## src/rtb_consts.svh

```systemverilog
// Register indices, field positions, reset values and rates of the reader timer bank
`ifndef RTB_CONSTS_SVH
`define RTB_CONSTS_SVH

// ==========================================================
// Register indices (byte address is four times the index)
`define RTB_IDX_RUN_CTRL 6'h0E
`define RTB_IDX_T0_SETUP 6'h0F
`define RTB_IDX_T0_RELOAD_HI 6'h10
`define RTB_IDX_T0_RELOAD_LO 6'h11
`define RTB_IDX_T0_COUNT_HI 6'h12
`define RTB_IDX_T0_COUNT_LO 6'h13
`define RTB_IDX_T1_SETUP 6'h14
`define RTB_IDX_T1_RELOAD_HI 6'h15
`define RTB_IDX_T1_RELOAD_LO 6'h16
`define RTB_IDX_T1_COUNT_HI 6'h17
`define RTB_IDX_T1_COUNT_LO 6'h18
`define RTB_IDX_T2_SETUP 6'h19
`define RTB_IDX_T2_RELOAD_HI 6'h1A
`define RTB_IDX_T2_RELOAD_LO 6'h1B
`define RTB_IDX_T2_COUNT_HI 6'h1C
`define RTB_IDX_T2_COUNT_LO 6'h1D
`define RTB_IDX_IRQ_STATUS 6'h20
`define RTB_IDX_IRQ_MASK 6'h21

// ==========================================================
// Setup and run control register fields
`define RTB_HALT_BIT 7
`define RTB_MODE_HI 5
`define RTB_MODE_LO 4
`define RTB_AUTO_BIT 3
`define RTB_CLK_HI 1
`define RTB_CLK_LO 0
`define RTB_SETUP_WMASK 8'hBB
`define RTB_RUN_SHIFT 4

// ==========================================================
// Reset values
`define RTB_SETUP_RESET 8'h00
`define RTB_RELOAD_RESET 8'h00
`define RTB_MASK_RESET 3'h0

// ==========================================================
// Rates in Hz: core clock and the two fixed count clocks
`define RTB_CORE_HZ 125000000
`define RTB_FAST_HZ 13560000
`define RTB_SLOW_HZ 211875

`endif

```

## src/rtb_pkg.sv

```systemverilog
// Types shared by the reader timer bank modules
package rtb_pkg;

   // ==========================================================
   // Start mode field encodings
   typedef enum logic [1:0] {
      RTB_START_MANUAL = 2'b00,
      RTB_START_TX_END = 2'b01,
      RTB_START_TRIM = 2'b10,
      RTB_START_TRIM_UFL = 2'b11
   } rtb_start_mode_t;

   // ==========================================================
   // Clock select field encodings
   typedef enum logic [1:0] {
      RTB_CLK_FAST = 2'b00,
      RTB_CLK_SLOW = 2'b01,
      RTB_CLK_CASC_A = 2'b10,
      RTB_CLK_CASC_B = 2'b11
   } rtb_clk_sel_t;

   // ==========================================================
   // Channel and bus slave states
   typedef enum logic {
      RTB_STOPPED = 1'b0,
      RTB_RUNNING = 1'b1
   } rtb_run_state_t;

   typedef enum logic {
      RTB_APB_IDLE = 1'b0,
      RTB_APB_ANSWER = 1'b1
   } rtb_apb_state_t;

endpackage

```

## src/rtb_timer_if.sv

```systemverilog
// Bundle between the register block and one timer channel
`timescale 1ns/1ps
`default_nettype none

interface rtb_timer_if;
   logic [7:0] setup;
   logic [15:0] reload;
   logic sw_start;
   logic sw_stop;
   logic tick;
   logic tx_end;
   logic rx_first;
   logic lfo_rise;
   logic [15:0] count;
   logic running;
   logic underflow;

   modport ctrl (
      output setup, reload, sw_start, sw_stop, tick, tx_end, rx_first, lfo_rise,
      input count, running, underflow
   );
   modport chan (
      input setup, reload, sw_start, sw_stop, tick, tx_end, rx_first, lfo_rise,
      output count, running, underflow
   );
endinterface

`default_nettype wire

```

## src/rtb_tick_gen.sv

```systemverilog
// Fractional rate generator: one-cycle ticks at OUT_HZ from the core clock
`timescale 1ns/1ps
`default_nettype none
`include "rtb_consts.svh"

module rtb_tick_gen #(
   parameter int unsigned CORE_HZ = `RTB_CORE_HZ,
   parameter int unsigned OUT_HZ = `RTB_FAST_HZ
) (
   // Clock and reset
   input wire logic clk_in,
   input wire logic rst_n_in,
   // Tick
   output logic tick_out
);
   localparam logic [31:0] STEP = 32'(OUT_HZ);
   localparam logic [31:0] WRAP = 32'(CORE_HZ);

   logic [31:0] acc;
   logic [31:0] sum;

   // Phase accumulator; jitter of one core cycle is traded for an exact mean rate
   assign sum = acc + STEP;

   always_ff @(posedge clk_in or negedge rst_n_in) begin
      if (!rst_n_in) begin
         acc <= 32'h0;
         tick_out <= 1'b0;
      end else if (sum >= WRAP) begin
         acc <= sum - WRAP;
         tick_out <= 1'b1;
      end else begin
         acc <= sum;
         tick_out <= 1'b0;
      end
   end
endmodule // rtb_tick_gen

`default_nettype wire

```

## src/rtb_timer.sv

```systemverilog
// One 16-bit down-counting timer channel
`timescale 1ns/1ps
`default_nettype none
`include "rtb_consts.svh"

module rtb_timer (
   // Clock and reset
   input wire logic clk_in,
   input wire logic rst_n_in,
   // Control and status bundle
   rtb_timer_if.chan tif
);
   rtb_pkg::rtb_run_state_t state;
   rtb_pkg::rtb_run_state_t next_state;
   rtb_pkg::rtb_start_mode_t mode;
   logic trim;
   logic halt;
   logic reload_on_zero;
   logic at_zero;
   logic wrap_evt;
   logic start_evt;
   logic stop_evt;

   // ==========================================================
   // Field decode and events
   assign mode = rtb_pkg::rtb_start_mode_t'(tif.setup[`RTB_MODE_HI:`RTB_MODE_LO]);
   assign trim = (mode == rtb_pkg::RTB_START_TRIM) || (mode == rtb_pkg::RTB_START_TRIM_UFL);
   assign halt = tif.setup[`RTB_HALT_BIT] && !trim;
   // Trimming without underflow never reloads on zero
   assign reload_on_zero = tif.setup[`RTB_AUTO_BIT] && (mode != rtb_pkg::RTB_START_TRIM);
   assign at_zero = (tif.count == 16'h0000);
   assign wrap_evt = (state == rtb_pkg::RTB_RUNNING) && tif.tick && at_zero;
   assign start_evt = (state == rtb_pkg::RTB_STOPPED) &&
      (tif.sw_start ||
       ((mode == rtb_pkg::RTB_START_TX_END) && tif.tx_end) ||
       (trim && tif.lfo_rise));
   assign stop_evt = (state == rtb_pkg::RTB_RUNNING) &&
      (tif.sw_stop ||
       (halt && tif.rx_first) ||
       (trim && tif.lfo_rise));
   assign tif.running = (state == rtb_pkg::RTB_RUNNING);

   // Run state machine
   always_comb begin
      next_state = state;
      case (state)
         rtb_pkg::RTB_STOPPED: begin
            if (start_evt) begin
               next_state = rtb_pkg::RTB_RUNNING;
            end
         end
         rtb_pkg::RTB_RUNNING: begin
            if (stop_evt) begin
               next_state = rtb_pkg::RTB_STOPPED;
            end else if (wrap_evt && !reload_on_zero) begin
               next_state = rtb_pkg::RTB_STOPPED;
            end
         end
         default: next_state = rtb_pkg::RTB_STOPPED;
      endcase
   end

   always_ff @(posedge clk_in or negedge rst_n_in) begin
      if (!rst_n_in) begin
         state <= rtb_pkg::RTB_STOPPED;
      end else begin
         state <= next_state;
      end
   end

   // Counter: reload is sampled only at a start or a wrap
   always_ff @(posedge clk_in or negedge rst_n_in) begin
      if (!rst_n_in) begin
         tif.count <= 16'h0000;
      end else if (start_evt) begin
         tif.count <= tif.reload;
      end else if ((state == rtb_pkg::RTB_RUNNING) && !stop_evt && tif.tick) begin
         if (!at_zero) begin
            tif.count <= 16'(tif.count - 16'h0001);
         end else if (reload_on_zero) begin
            tif.count <= tif.reload;
         end
      end
   end

   // One-cycle underflow pulse, suppressed in trimming without underflow
   always_ff @(posedge clk_in or negedge rst_n_in) begin
      if (!rst_n_in) begin
         tif.underflow <= 1'b0;
      end else begin
         tif.underflow <= wrap_evt && !stop_evt && (mode != rtb_pkg::RTB_START_TRIM);
      end
   end
endmodule // rtb_timer

`default_nettype wire

```

## src/rtb_top.sv

```systemverilog
// Reader timer bank: three cascadable down-counting timers behind an APB slave
`timescale 1ns/1ps
`default_nettype none
`include "rtb_consts.svh"

module rtb_top (
   // Clock and reset
   input wire logic core_clk_in,
   input wire logic rst_n_in,
   // APB slave
   input wire logic psel_in,
   input wire logic penable_in,
   input wire logic pwrite_in,
   input wire logic [7:0] paddr_in,
   input wire logic [31:0] pwdata_in,
   output logic [31:0] prdata_out,
   output logic pready_out,
   output logic pslverr_out,
   // Transceiver events
   input wire logic tx_end_in,
   input wire logic rx_first_bits_in,
   input wire logic low_freq_oscillator_in,
   // Interrupt
   output logic irq_out
);
   // ==========================================================
   // Reset release
   logic rst_meta_n;
   logic rst_sync_n;

   // Assert at once, release through two flops to avoid recovery hazards
   always_ff @(posedge core_clk_in or negedge rst_n_in) begin
      if (!rst_n_in) begin
         rst_meta_n <= 1'b0;
         rst_sync_n <= 1'b0;
      end else begin
         rst_meta_n <= 1'b1;
         rst_sync_n <= rst_meta_n;
      end
   end

   // ==========================================================
   // Declarations
   rtb_pkg::rtb_apb_state_t apb_state;
   logic [7:0] setup_reg [3];
   logic [7:0] reload_hi [3];
   logic [7:0] reload_lo [3];
   logic [2:0] irq_status;
   logic [2:0] irq_mask;
   logic [2:0] status_taken;
   logic [2:0] uflow;
   logic [2:0] run_now;
   logic [2:0] sw_start_v;
   logic [2:0] sw_stop_v;
   logic [15:0] count_v [3];
   logic fast_tick;
   logic slow_tick;
   logic lfo_q;
   logic lfo_rise;
   logic [5:0] idx;
   logic aligned;
   logic hit;
   logic [7:0] rd_byte;
   logic access;
   logic wr_fire;
   logic rd_fire;

   rtb_timer_if tif0();
   rtb_timer_if tif1();
   rtb_timer_if tif2();

   // ==========================================================
   // Functions
   // Select the count tick from the two clocks or one of two cascades
   function automatic logic pick_tick(input logic [1:0] sel, input logic fast, input logic slow,
                                      input logic casc_a, input logic casc_b);
      logic res;
      res = fast;
      case (rtb_pkg::rtb_clk_sel_t'(sel))
         rtb_pkg::RTB_CLK_FAST: res = fast;
         rtb_pkg::RTB_CLK_SLOW: res = slow;
         rtb_pkg::RTB_CLK_CASC_A: res = casc_a;
         rtb_pkg::RTB_CLK_CASC_B: res = casc_b;
         default: res = fast;
      endcase
      return res;
   endfunction

   // True for every index that the slave answers
   function automatic logic index_known(input logic [5:0] i);
      logic res;
      res = ((i >= `RTB_IDX_RUN_CTRL) && (i <= `RTB_IDX_T2_COUNT_LO)) ||
            (i == `RTB_IDX_IRQ_STATUS) || (i == `RTB_IDX_IRQ_MASK);
      return res;
   endfunction

   // ==========================================================
   // Count clocks
   rtb_tick_gen #(
      .CORE_HZ(`RTB_CORE_HZ),
      .OUT_HZ(`RTB_FAST_HZ)
   ) u_fast_tick (
      .clk_in(core_clk_in),
      .rst_n_in(rst_sync_n),
      .tick_out(fast_tick)
   );

   rtb_tick_gen #(
      .CORE_HZ(`RTB_CORE_HZ),
      .OUT_HZ(`RTB_SLOW_HZ)
   ) u_slow_tick (
      .clk_in(core_clk_in),
      .rst_n_in(rst_sync_n),
      .tick_out(slow_tick)
   );

   // Oscillator edge detect; input is already synchronous
   always_ff @(posedge core_clk_in or negedge rst_sync_n) begin
      if (!rst_sync_n) begin
         lfo_q <= 1'b0;
      end else begin
         lfo_q <= low_freq_oscillator_in;
      end
   end
   assign lfo_rise = low_freq_oscillator_in && !lfo_q;

   // ==========================================================
   // Timer channels
   assign uflow = {tif2.underflow, tif1.underflow, tif0.underflow};
   assign run_now = {tif2.running, tif1.running, tif0.running};
   assign count_v[0] = tif0.count;
   assign count_v[1] = tif1.count;
   assign count_v[2] = tif2.count;

   // Channel 0 bundle; cascades from Timer2 then Timer1
   assign tif0.setup = setup_reg[0];
   assign tif0.reload = {reload_hi[0], reload_lo[0]};
   assign tif0.sw_start = sw_start_v[0];
   assign tif0.sw_stop = sw_stop_v[0];
   assign tif0.tick = pick_tick(setup_reg[0][`RTB_CLK_HI:`RTB_CLK_LO], fast_tick, slow_tick, uflow[2], uflow[1]);
   assign tif0.tx_end = tx_end_in;
   assign tif0.rx_first = rx_first_bits_in;
   assign tif0.lfo_rise = lfo_rise;

   // Channel 1 bundle; cascades from Timer0 then Timer2
   assign tif1.setup = setup_reg[1];
   assign tif1.reload = {reload_hi[1], reload_lo[1]};
   assign tif1.sw_start = sw_start_v[1];
   assign tif1.sw_stop = sw_stop_v[1];
   assign tif1.tick = pick_tick(setup_reg[1][`RTB_CLK_HI:`RTB_CLK_LO], fast_tick, slow_tick, uflow[0], uflow[2]);
   assign tif1.tx_end = tx_end_in;
   assign tif1.rx_first = rx_first_bits_in;
   assign tif1.lfo_rise = lfo_rise;

   // Channel 2 bundle; cascades from Timer0 then Timer1
   assign tif2.setup = setup_reg[2];
   assign tif2.reload = {reload_hi[2], reload_lo[2]};
   assign tif2.sw_start = sw_start_v[2];
   assign tif2.sw_stop = sw_stop_v[2];
   assign tif2.tick = pick_tick(setup_reg[2][`RTB_CLK_HI:`RTB_CLK_LO], fast_tick, slow_tick, uflow[0], uflow[1]);
   assign tif2.tx_end = tx_end_in;
   assign tif2.rx_first = rx_first_bits_in;
   assign tif2.lfo_rise = lfo_rise;

   rtb_timer u_timer0 (
      .clk_in(core_clk_in),
      .rst_n_in(rst_sync_n),
      .tif(tif0.chan)
   );

   rtb_timer u_timer1 (
      .clk_in(core_clk_in),
      .rst_n_in(rst_sync_n),
      .tif(tif1.chan)
   );

   rtb_timer u_timer2 (
      .clk_in(core_clk_in),
      .rst_n_in(rst_sync_n),
      .tif(tif2.chan)
   );

   // ==========================================================
   // APB decode
   assign idx = paddr_in[7:2];
   assign aligned = (paddr_in[1:0] == 2'b00);
   assign hit = aligned && index_known(idx);
   assign access = psel_in && penable_in;
   // Writes and read side effects land only on the completing edge
   assign wr_fire = access && pready_out && pwrite_in && hit;
   assign rd_fire = access && pready_out && !pwrite_in && hit;

   // Read multiplexer; counter bytes are live values
   always_comb begin
      rd_byte = 8'h00;
      case (idx)
         `RTB_IDX_RUN_CTRL: rd_byte = {1'b0, run_now, 4'h0};
         `RTB_IDX_T0_SETUP: rd_byte = setup_reg[0];
         `RTB_IDX_T0_RELOAD_HI: rd_byte = reload_hi[0];
         `RTB_IDX_T0_RELOAD_LO: rd_byte = reload_lo[0];
         `RTB_IDX_T0_COUNT_HI: rd_byte = count_v[0][15:8];
         `RTB_IDX_T0_COUNT_LO: rd_byte = count_v[0][7:0];
         `RTB_IDX_T1_SETUP: rd_byte = setup_reg[1];
         `RTB_IDX_T1_RELOAD_HI: rd_byte = reload_hi[1];
         `RTB_IDX_T1_RELOAD_LO: rd_byte = reload_lo[1];
         `RTB_IDX_T1_COUNT_HI: rd_byte = count_v[1][15:8];
         `RTB_IDX_T1_COUNT_LO: rd_byte = count_v[1][7:0];
         `RTB_IDX_T2_SETUP: rd_byte = setup_reg[2];
         `RTB_IDX_T2_RELOAD_HI: rd_byte = reload_hi[2];
         `RTB_IDX_T2_RELOAD_LO: rd_byte = reload_lo[2];
         `RTB_IDX_T2_COUNT_HI: rd_byte = count_v[2][15:8];
         `RTB_IDX_T2_COUNT_LO: rd_byte = count_v[2][7:0];
         `RTB_IDX_IRQ_STATUS: rd_byte = {5'h00, irq_status};
         `RTB_IDX_IRQ_MASK: rd_byte = {5'h00, irq_mask};
         default: rd_byte = 8'h00;
      endcase
   end

   // Answer one cycle into the access phase so read data comes from a flop
   always_ff @(posedge core_clk_in or negedge rst_sync_n) begin
      if (!rst_sync_n) begin
         apb_state <= rtb_pkg::RTB_APB_IDLE;
         pready_out <= 1'b0;
         pslverr_out <= 1'b0;
         prdata_out <= 32'h0000_0000;
      end else begin
         case (apb_state)
            rtb_pkg::RTB_APB_IDLE: begin
               if (access) begin
                  apb_state <= rtb_pkg::RTB_APB_ANSWER;
                  pready_out <= 1'b1;
                  pslverr_out <= !hit;
                  prdata_out <= (pwrite_in || !hit) ? 32'h0000_0000 : {24'h00_0000, rd_byte};
               end
            end
            rtb_pkg::RTB_APB_ANSWER: begin
               apb_state <= rtb_pkg::RTB_APB_IDLE;
               pready_out <= 1'b0;
               pslverr_out <= 1'b0;
            end
            default: begin
               apb_state <= rtb_pkg::RTB_APB_IDLE;
               pready_out <= 1'b0;
               pslverr_out <= 1'b0;
            end
         endcase
      end
   end

   // ==========================================================
   // Run control: masked write of run bits
   always_comb begin
      sw_start_v = 3'b000;
      sw_stop_v = 3'b000;
      if (wr_fire && (idx == `RTB_IDX_RUN_CTRL)) begin
         for (int i = 0; i < 3; i++) begin
            if (pwdata_in[i]) begin
               sw_start_v[i] = pwdata_in[i + `RTB_RUN_SHIFT];
               sw_stop_v[i] = !pwdata_in[i + `RTB_RUN_SHIFT];
            end
         end
      end
   end

   // ==========================================================
   // Setup and reload registers; reserved bits always read zero
   always_ff @(posedge core_clk_in or negedge rst_sync_n) begin
      if (!rst_sync_n) begin
         for (int i = 0; i < 3; i++) begin
            setup_reg[i] <= `RTB_SETUP_RESET;
            reload_hi[i] <= `RTB_RELOAD_RESET;
            reload_lo[i] <= `RTB_RELOAD_RESET;
         end
      end else if (wr_fire) begin
         case (idx)
            `RTB_IDX_T0_SETUP: setup_reg[0] <= pwdata_in[7:0] & `RTB_SETUP_WMASK;
            `RTB_IDX_T0_RELOAD_HI: reload_hi[0] <= pwdata_in[7:0];
            `RTB_IDX_T0_RELOAD_LO: reload_lo[0] <= pwdata_in[7:0];
            `RTB_IDX_T1_SETUP: setup_reg[1] <= pwdata_in[7:0] & `RTB_SETUP_WMASK;
            `RTB_IDX_T1_RELOAD_HI: reload_hi[1] <= pwdata_in[7:0];
            `RTB_IDX_T1_RELOAD_LO: reload_lo[1] <= pwdata_in[7:0];
            `RTB_IDX_T2_SETUP: setup_reg[2] <= pwdata_in[7:0] & `RTB_SETUP_WMASK;
            `RTB_IDX_T2_RELOAD_HI: reload_hi[2] <= pwdata_in[7:0];
            `RTB_IDX_T2_RELOAD_LO: reload_lo[2] <= pwdata_in[7:0];
            default: ;
         endcase
      end
   end

   // ==========================================================
   // Interrupts
   // Only bits already shown to software are cleared, so late events survive
   always_ff @(posedge core_clk_in or negedge rst_sync_n) begin
      if (!rst_sync_n) begin
         status_taken <= 3'b000;
      end else if (access && !pready_out) begin
         status_taken <= irq_status;
      end
   end

   always_ff @(posedge core_clk_in or negedge rst_sync_n) begin
      if (!rst_sync_n) begin
         irq_status <= 3'b000;
      end else if (rd_fire && (idx == `RTB_IDX_IRQ_STATUS)) begin
         irq_status <= (irq_status & ~status_taken) | uflow;
      end else begin
         irq_status <= irq_status | uflow;
      end
   end

   always_ff @(posedge core_clk_in or negedge rst_sync_n) begin
      if (!rst_sync_n) begin
         irq_mask <= `RTB_MASK_RESET;
      end else if (wr_fire && (idx == `RTB_IDX_IRQ_MASK)) begin
         irq_mask <= pwdata_in[2:0];
      end
   end

   // Level output, one cycle behind the status bits
   always_ff @(posedge core_clk_in or negedge rst_sync_n) begin
      if (!rst_sync_n) begin
         irq_out <= 1'b0;
      end else begin
         irq_out <= |(irq_status & irq_mask);
      end
   end
endmodule // rtb_top

`default_nettype wire
```

## config.mk

```make
export PLATFORM = sky130hd
export DESIGN_NAME = rtb_top
export DESIGN_NICKNAME = d
export VERILOG_FILES = /design/src/rtb_pkg.sv /design/src/rtb_timer_if.sv /design/src/rtb_tick_gen.sv /design/src/rtb_timer.sv /design/src/rtb_top.sv
export VERILOG_INCLUDE_DIRS = /design/src /design/src/src
export SDC_FILE = /design/constraint.sdc
export NUM_CORES = 1
export LEC_CHECK = 0
export BUFFER_PORTS_ARGS = -buffer_cell sky130_fd_sc_hd__buf_2
export CAP_MARGIN = 20
export CORE_MARGIN = 5
export CORE_UTILIZATION = 50
export DETAILED_ROUTE_END_ITERATION = 6
export PLACE_DENSITY = 0.68
export SLEW_MARGIN = 20
export SYNTH_ARGS = -nofsm -noshare
export SYNTH_HDL_FRONTEND = slang
export SYNTH_HIERARCHICAL = 1
export SYNTH_SLANG_ARGS = --single-unit
```

## constraint.sdc

```tcl
create_clock -name core_clk_in -period 17.3 [get_ports core_clk_in]
set_input_delay 3.46 -clock core_clk_in [delete_from_list [all_inputs] [get_ports core_clk_in]]
set_output_delay 3.46 -clock core_clk_in [all_outputs]
set_load 0.01 [all_outputs]
```

Word-level counts from Yosys, hierarchy flattened --
Cells that the tools add are included.
Word-level totals: flip-flop bits (word level) 234, latch bits 0, memory bits (writable) 0, bits in read-only memories 0, bits of input ports 48, output and inout bits 35, word-level logic and storage cells 257, memories 0
Cells by class: add/sub/neg operators 7, multiply operators 0, divide/modulo/power cells 0, magnitude comparators 4, eq/ne operators 43, shift-type cells 0, muxes and demuxes 48, bitwise operators 9, reduce and logical (&&, ||, !) cells 113
Operators by type and width (count):
- $mux W16 | 12
- $pmux W8 S18 | 1
- $eq A6 B5 Y1 const B | 14
- $ge A32 B27 Y1 const B | 2
- $mux W32 | 2
- $sub A32 B27 Y32 const B | 2
- $logic_and A1 B1 Y1 | 55
- $logic_not A16 Y1 | 3
- $sub A16 B1 Y16 const B | 3
- $add A32 B18 Y32 const B | 1
- $add A32 B24 Y32 const B | 1
- $reduce_and A2 Y1 | 13
- $eq A2 B2 Y1 const B | 12
- $mux W1 | 20
- $logic_or A1 B1 Y1 | 18
- $logic_not A1 Y1 | 16
- $eq A2 B1 Y1 const B | 6
- $eq A6 B4 Y1 const B | 2
- $eq A6 B6 Y1 const B | 2
- $pmux W1 S2 | 6
- $pmux W1 S4 | 3
- $mux W3 | 3
- $ne A3 B2 Y1 const B | 3
- $logic_not A2 Y1 | 4
- other kinds (10) | 20

Depth between registers and ports, before layout --
Gate-level depths: netlist of the first run.
word-level depth 16, depth in mapped cells 16, gate-level depth less buffers 16

By module --
The synthesis of the first run kept the hierarchy.
By module, submodules not included:
- rtb_top | times used 1, cells each 399, area an instance 4740.8 um^2, seq. area each 2252.2 um^2
- rtb_timer | times used 3, cells each 138, area an instance 1255.0 um^2, seq. area each 450.4 um^2
- rtb_tick_gen at u_slow_tick | times used 1, cells each 306, area an instance 2712.6 um^2, seq. area each 825.8 um^2
- rtb_tick_gen at u_fast_tick | times used 1, cells each 291, area an instance 2393.5 um^2, seq. area each 675.6 um^2

Worst setup path before layout of the first run --
OpenSTA, ideal clock, no wires.
kind input -> register, start in paddr_in[3], end reg u_timer0.tif.count[12], library setup time 0.077 ns, arrival 5.975 ns, required time 17.223 ns, slack 11.248 ns, stages on the path 12, path buffers 3, path through clkbuf_2 nor2b_1 nor3b_1 nand3b_1 nor3_1 nor2b_1 and4_1 clkbuf_1 a41oi_2 buf_2 o22ai_1 a21oi_1
On the way: cells in the longest elaborated chain, start to end 16, elaborated cells between the ends (all ways) 26, those cells by class 2 x order compare; 4 x eq/ne; 3 x mux; 17 x reduce/logical
Ends and longest elaborated chain:
- start, declared | RTL line rtb_top.sv:14 | input wire logic [7:0] paddr_in,
- $ge A6 B4 Y1 (no line) or $le A6 B5 Y1 (tied branches)
- $logic_and A1 B1 Y1 | RTL line rtb_top.sv:92 | res = ((i >= `RTB_IDX_RUN_CTRL) && (i <= `RTB_IDX_T2_COUNT_LO)) ||
- $logic_or A1 B1 Y1 (2 in a row) | RTL line rtb_top.sv:92
- $logic_and A1 B1 Y1 | RTL line rtb_top.sv:187 | assign hit = aligned && index_known(idx);
- $logic_and A1 B1 Y1 | RTL line rtb_top.sv:190 | assign wr_fire = access && pready_out && pwrite_in && hit;
- $logic_and A1 B1 Y1 * | RTL line rtb_top.sv:255 | if (wr_fire && (idx == `RTB_IDX_RUN_CTRL)) begin
- $mux W3 * | RTL line rtb_top.sv:255
- named net sw_stop_v[0] | RTL line rtb_top.sv:54 | logic [2:0] sw_stop_v;
- $logic_or A1 B1 Y1 * | RTL line rtb_timer.sv:38 | (tif.sw_stop ||
- $logic_or A1 B1 Y1 * | RTL line rtb_timer.sv:39 | (halt && tif.rx_first) ||
- $logic_and A1 B1 Y1 * | RTL line rtb_timer.sv:37 | assign stop_evt = (state == rtb_pkg::RTB_RUNNING) &&
- $logic_not A1 Y1 * | RTL line rtb_timer.sv:77 | end else if ((state == rtb_pkg::RTB_RUNNING) && !stop_evt && tif.tick) begin
- $logic_and A1 B1 Y1 * (2 in a row) | RTL line rtb_timer.sv:77
- $reduce_bool A2 Y1 (no line) *
- $reduce_and A2 Y1 (no line) *
- end signal, assigned | RTL line rtb_timer.sv:76 | tif.count <= tif.reload;
- end signal, assigned | RTL line rtb_timer.sv:79 | tif.count <= 16'(tif.count - 16'h0001);
- end signal, assigned | RTL line rtb_timer.sv:81 | tif.count <= tif.reload;
- end, declared | RTL line rtb_timer_if.sv:24 | output count, running, underflow
Mark *: on every way through the listed nets, which the timed path passes. The rest lies on a longest branch. A chain may end at the register's enable or synchronous reset.

Worst setup path after layout of the first run --
Same ends and word-level chain as after synthesis.

==> flow_metrics.tcl, run 1 <==
set metrics [dict create \
    leakagePower_nw 6.24 \
    largest_reg_flops 32 \
    synth-edff-count 0 \
    layoutNonFillerInstCount 1764 \
    drc_errors 0 \
    synth_cell_type_count 106 \
    worst_setup_path_end_kind "register" \
    ctsHoldBuffers 0 \
    arrival_ps 6770 \
    cts_buffer_depth 3 \
    skew_ps 15.2 \
    nNetsFinal 1467 \
    vdd_drop_max_mv 0.0646 \
    rows 60 \
    vias 11700 \
    met3WireLength_mm 3.04 \
    ctsResizeCount 0 \
    grt_pass1_vias 11000 \
    coreArea_sq_mm 0.0269 \
    required_ps 17750 \
    wl_per_cell_microns 22.3 \
    clock_latency_ps 530 \
    largest_registers "u_slow_tick/acc (32), u_fast_tick/acc (26)" \
    h-tree-depth 1 \
    avgSynthCellArea_sq_um 9.65 \
    initial_utilization_pct 50.6 \
    final_antenna_net_count 0 \
    synthCells 1410 \
    synth_area_leader_cell "dfrtp_1" \
    drive_above_1_share_pct 16.0 \
    hold_path.class "reg2async" \
    reg2reg_depth 15 \
    synth_area_sq_mm 0.0136 \
    grt_start_max_net_pins 185 \
    period_share_pct 36.5 \
    cts_tree "done" \
    hpwl_mm 27.9 \
    area_delta_synth_final_pct 7.63 \
    dieArea_sq_mm 0.0306 \
    antenna_found_initial 2 \
    synth_top_area_share_pct 37.5 \
    top_register "u_slow_tick/acc" \
    synthFlopType "dfrtp_1" \
    worst_setup_path_start_kind "primary input" \
    port_buffers 34 \
    cts_made_buffers 24 \
    grt_first_pass_wirelength_mm 62.2 \
    dr_wl_met2_mm 17.7 \
    path_class "in2reg" \
    first_pass_iters 5 \
    async_flop_share_pct 100 \
    ys_top_cells_by_count "dfrtp_1, nor2_1, nand2_1" \
    grt_remaining_overflow 0 \
    period_minus_slack_ps 6320 \
    rsz0062_at_grt "no" \
    topRoutingLayerUsed "met5" \
    synth_seq_cells 204 \
    root_buffer "clkbuf_16" \
    clk_pin_slew_ps 60 \
    max_freq_ghz 0.158 \
    synth.most_common_cell "dfrtp_1" \
    placed_cells 1719 \
    die_h_microns 175 \
    die-width_microns 175 \
    cts_sinks 204 \
    maxSlewHeadroom_pct 36.5 \
    grt_usage_pct 25.0 \
    seq_area_frac_synth_pct 37.5 \
    yosysWarningCount 6 \
    pin_count 83 \
    globalplace.congestion 0.946 \
    setup_ws_ps 10980 \
    synthTopCellsByArea "dfrtp_1, mux2_2, nor2_1" \
    antenna_cells 0 \
    drt-vias-per-instance 6.61 \
    hold_viol 0 \
    cp_max_fo 19 \
    tightest_slew_ps 948 \
    cts_setup_buffers 0 \
    drt_iter0_drc 1364 \
    drv_cap 0 \
    status "completed" \
    p_per_area_mw_per_mm2 91.2 \
    pre_cts_ws_ps 10600 \
    utilization_pct 54.5 \
    setup_viol 0 \
    maxSlewViolCount 0 \
    wl_met1_mm 17.1 \
    wl_mm 39.3 \
    finalSetupTns_ps 0 \
]
per-layer routing:
layer	up-vias	global-route usage, %
met5	-	0
met4	4	8.05
met3	98	4.95
met2	491	39.3
met1	5776	35.1
li1	5294	-
metrics by stage:
| stage | total power, mW | hold WS (ps) | instance area, sq um |
|---|---|---|---|
| floorplan | 0.747 | 331 | 13700 |
| global placement | 0.807 | 213 | 13800 |
| detailed placement | 0.814 | 218 | 13800 |
| CTS | 1.34 | 225 | 14600 |
| global route | 1.39 | 243 | 14700 |
| finish | 1.34 | 213 | 14700 |
kinds of logic after synthesis:
family	count (synthesis)	share of synthesized area (%)
simple gates	535	22.9
compound gates	365	20.7
mux	91	7.66
flops	204	37.5
buf+inv	119	4.63
fa+ha+maj	13	1.19
xor+xnor	81	5.41
other cells	2	0.0552
report_power, final:
group	internal, mW	switching (mW)	total [mW]
logic	0.102	0.183	0.286
clock network	0.314	0.207	0.521
registers	0.493	0.0366	0.530
total	0.910	0.427	1.34
cells in the final DEF, fill, tap and decap left out, types with 25 or more instances in the layout:
cell type  Yosys  final
dfrtp_1      204    203
nor2_1       128    128
nand2_1       97     97
mux2_2        70     70
o21ai_0       61     61
a21oi_1       59     59
xnor2_1       53     53
nand3_1       40     40
and3_1        38     38
nor3_1        34     34
buf_2         25     34
o221a_1       30     30
inv_1         26     26
xor2_1        26     26
a22oi_1       25     25
conb_1         2     25
clkbuf_16      0     25
critical path: stages:
cell	delay [ps]
buf_2	160
or3b_1	450
o21a_1	230
o32a_1	320
nor3_1	450
nor2b_1	140
and4_1	430
a41oi_2	780
o22ai_1	190
a21oi_1	150
cell type report:
class / count / area [sq um]
clock buffer: 34 / 709
clock inverter: 9 / 100
fill: 2451 / 12200
inverter: 26 / 97.6
multi-input combinational: 1110 / 7960
sequential: 204 / 5110
tap: 341 / 427
timing repair buffer: 40 / 245
worst paths after layout:
path                                     from                      to  slack, ps
setup / recovery                  paddr_in[3]  u_timer0/tif.count[12]      10980
hold reg to reg                    rst_sync_n      u_slow_tick/acc[2]        210
setup reg to reg           u_slow_tick/acc[0]     u_slow_tick/acc[17]      13050
hold / removal                     rst_sync_n      u_slow_tick/acc[2]        210
max in group asynchronous            rst_n_in              rst_sync_n      14480
min in group core_clk_in           rst_meta_n              rst_sync_n        360
Note: power is estimated with default switching activity, not from simulation.
==> run 2: changes to the inputs <==
clock period = 6.5 ns   (was 17.3 ns; I/O delays follow)
==> run 2 against run 1 <==
Effect of this change: clock power grew to 2.8 times the previous value; non-clock buffer count is 1 lower; global-route usage is essentially flat; cell count up 0.23%; power grew to 2.7 times the previous value; largest cell class unchanged; cell area grew 0.50%.
==> flow_metrics.tcl, run 2 (synthesis results as in run 1) <==
set metrics [dict create \
    leakagePower_nw 6.26 \
    required_ps 6960 \
    finalSetupTns_ps 0 \
    skew_ps 17.4 \
    cts_made_buffers 25 \
    port_buffers 34 \
    path_class "reg2reg" \
    nNetsFinal 1467 \
    final_common_cell "dfrtp_1" \
    vias 11600 \
    maxSlewHeadroom_pct 31.6 \
    h-tree-depth 1 \
    arrival_ps 4700 \
    top_register "u_slow_tick/acc" \
    root_buffer "clkbuf_16" \
    p_clk_share_pct 40.3 \
    cts_buffer_depth 3 \
    drt-vias-per-instance 6.58 \
    ctsResizeCount 0 \
    r2r_end "u_slow_tick/acc[22]" \
    worst_setup_path_start_kind "register" \
    antenna_found_initial 3 \
    dieArea_sq_mm 0.0306 \
    wl_mm 38.9 \
    ctsHoldBuffers 0 \
    largest_registers "u_slow_tick/acc (32), u_fast_tick/acc (26)" \
    grt_first_pass_wirelength_mm 62.2 \
    power_switching_mw 1.15 \
    die_h_microns 175 \
    p_per_area_mw_per_mm2 247 \
    drive_above_1_share_pct 16.4 \
    vdd_drop_max_mv 0.210 \
    utilization_pct 54.8 \
    worst_setup_path_end_kind "register" \
    r2r_start "u_slow_tick/acc[0]" \
    power.share.switching_pct 31.7 \
    final_cell_mix "dfrtp_1, nor2_1, nand2_1" \
    hpwl_mm 27.7 \
    first_pass_iters 7 \
    cts_sinks 204 \
    drc_errors 0 \
    maxSlewViolCount 0 \
    drv_cap 0 \
    cts_tree "done" \
    internal-power_mw 2.48 \
    reg2reg_slack_ps 2260 \
    largest_reg_flops 32 \
    initial_utilization_pct 50.6 \
    wl_per_cell_microns 22.0 \
    rows 60 \
    pin_count 83 \
    period_share_pct 65.3 \
    setup_viol 0 \
    grt_remaining_overflow 0 \
    grt_start_max_net_pins 129 \
    cp_max_fo 27 \
    whs_ps 231 \
    cts_setup_buffers 0 \
    period_minus_slack_ps 4240 \
    max_freq_ghz 0.236 \
    die-width_microns 175 \
    hold_viol 0 \
    tightest_slew_ps 1030 \
    grt_usage_pct 25.0 \
    hold_path.class "reg2async" \
    status "completed" \
    clock_latency_ps 530 \
    coreArea_sq_mm 0.0269 \
    clk_pin_slew_ps 60 \
    combPwrFrac_pct 20.9 \
    p_seq_share_pct 38.8 \
    area_delta_synth_final_pct 8.16 \
    reg2reg_depth 15 \
    grt_pass1_vias 11000 \
    drt_iter0_drc 1361 \
    rsz0062_at_grt "no" \
    globalplace.congestion 0.950 \
    final_antenna_net_count 0 \
]
[run 2: cell types whose count changed in the layout (fill, tap and decap cells not counted)]
cell,delta
inv_6,+1
nor4_1,-1
bufinv_16,+2
nor4_2,+1
diode_2,+3
clkinv_4,+2
clkbuf_8,-2
clkbuf_2,-1
clkbuf_1,-4
clkinv_2,+1
clkinvlp_4,+2
[run 2: metrics by stage]
stage | instance area (sq um) | total power, mW | cells | worst slack, ps
finish | 14700 | 3.64 | 1768 | 2260
global route | 14700 | 3.80 | 1767 | 1880
CTS | 14700 | 3.64 | 1764 | 2260
detailed placement | 13800 | 2.16 | 1719 | 2020
global placement | 13800 | 2.15 | 1719 | 2060
floorplan | 13700 | 1.99 | 1433 | 394
[run 2: metal layers]
metal	GRT usage [%]	vias to the layer above	wire, microns
li1	-	5301	-
met1	35.4	5729	16900
met2	39.1	506	17500
met3	3.92	102	2970
met4	9.07	2	1500
met5	0	-	13
[run 2: how the worst max path moves through the flow]
stage,startpoint,end,slack (ps),cells past startpoint
2_1_floorplan,rst_sync_n,apb_state,390,0
3_3_place_gp,paddr_in[3],u_timer0/tif.count[1],2060,9
3_5_place_dp,paddr_in[7],u_timer0/tif.count[12],2020,10
4_1_cts,u_slow_tick/acc[0],u_slow_tick/acc[22],2260,15
5_1_grt,u_slow_tick/acc[0],u_slow_tick/acc[22],1880,15
6_report,u_slow_tick/acc[0],u_slow_tick/acc[22],2260,15
[run 2: critical path: stages (launching register included)]
cell,delay [ps]
dfrtp_1,440
inv_1,80
ha_1,270
nand4b_1,410
nand3_1,180
and2_1,150
ha_1,180
o2111ai_1,100
and3_1,200
o311ai_0,510
a221o_1,270
a211oi_2,100
o2111ai_4,690
nand2b_1,170
o32ai_2,260
xnor2_1,150
[run 2: final cells by class]
class                   instances  area (sq um)
clock buffers                  28           667
multi-input cells            1110          7970
clock inverters                17           206
repair buffers                 39           240
inverters                      26          97.6
diodes                          3          7.51
flip-flops and latches        204          5110
well taps                     341           427
fillers                      2440         12200
[run 2: power groups by stage]
stage / logic (mW) / registers, mW / clock network, mW
finish: 0.760 / 1.41 / 1.47
global route: 0.834 / 1.41 / 1.55
CTS: 0.731 / 1.41 / 1.49
detailed placement: 0.727 / 1.43 / 0
global placement: 0.715 / 1.43 / 0
floorplan: 0.584 / 1.40 / 0
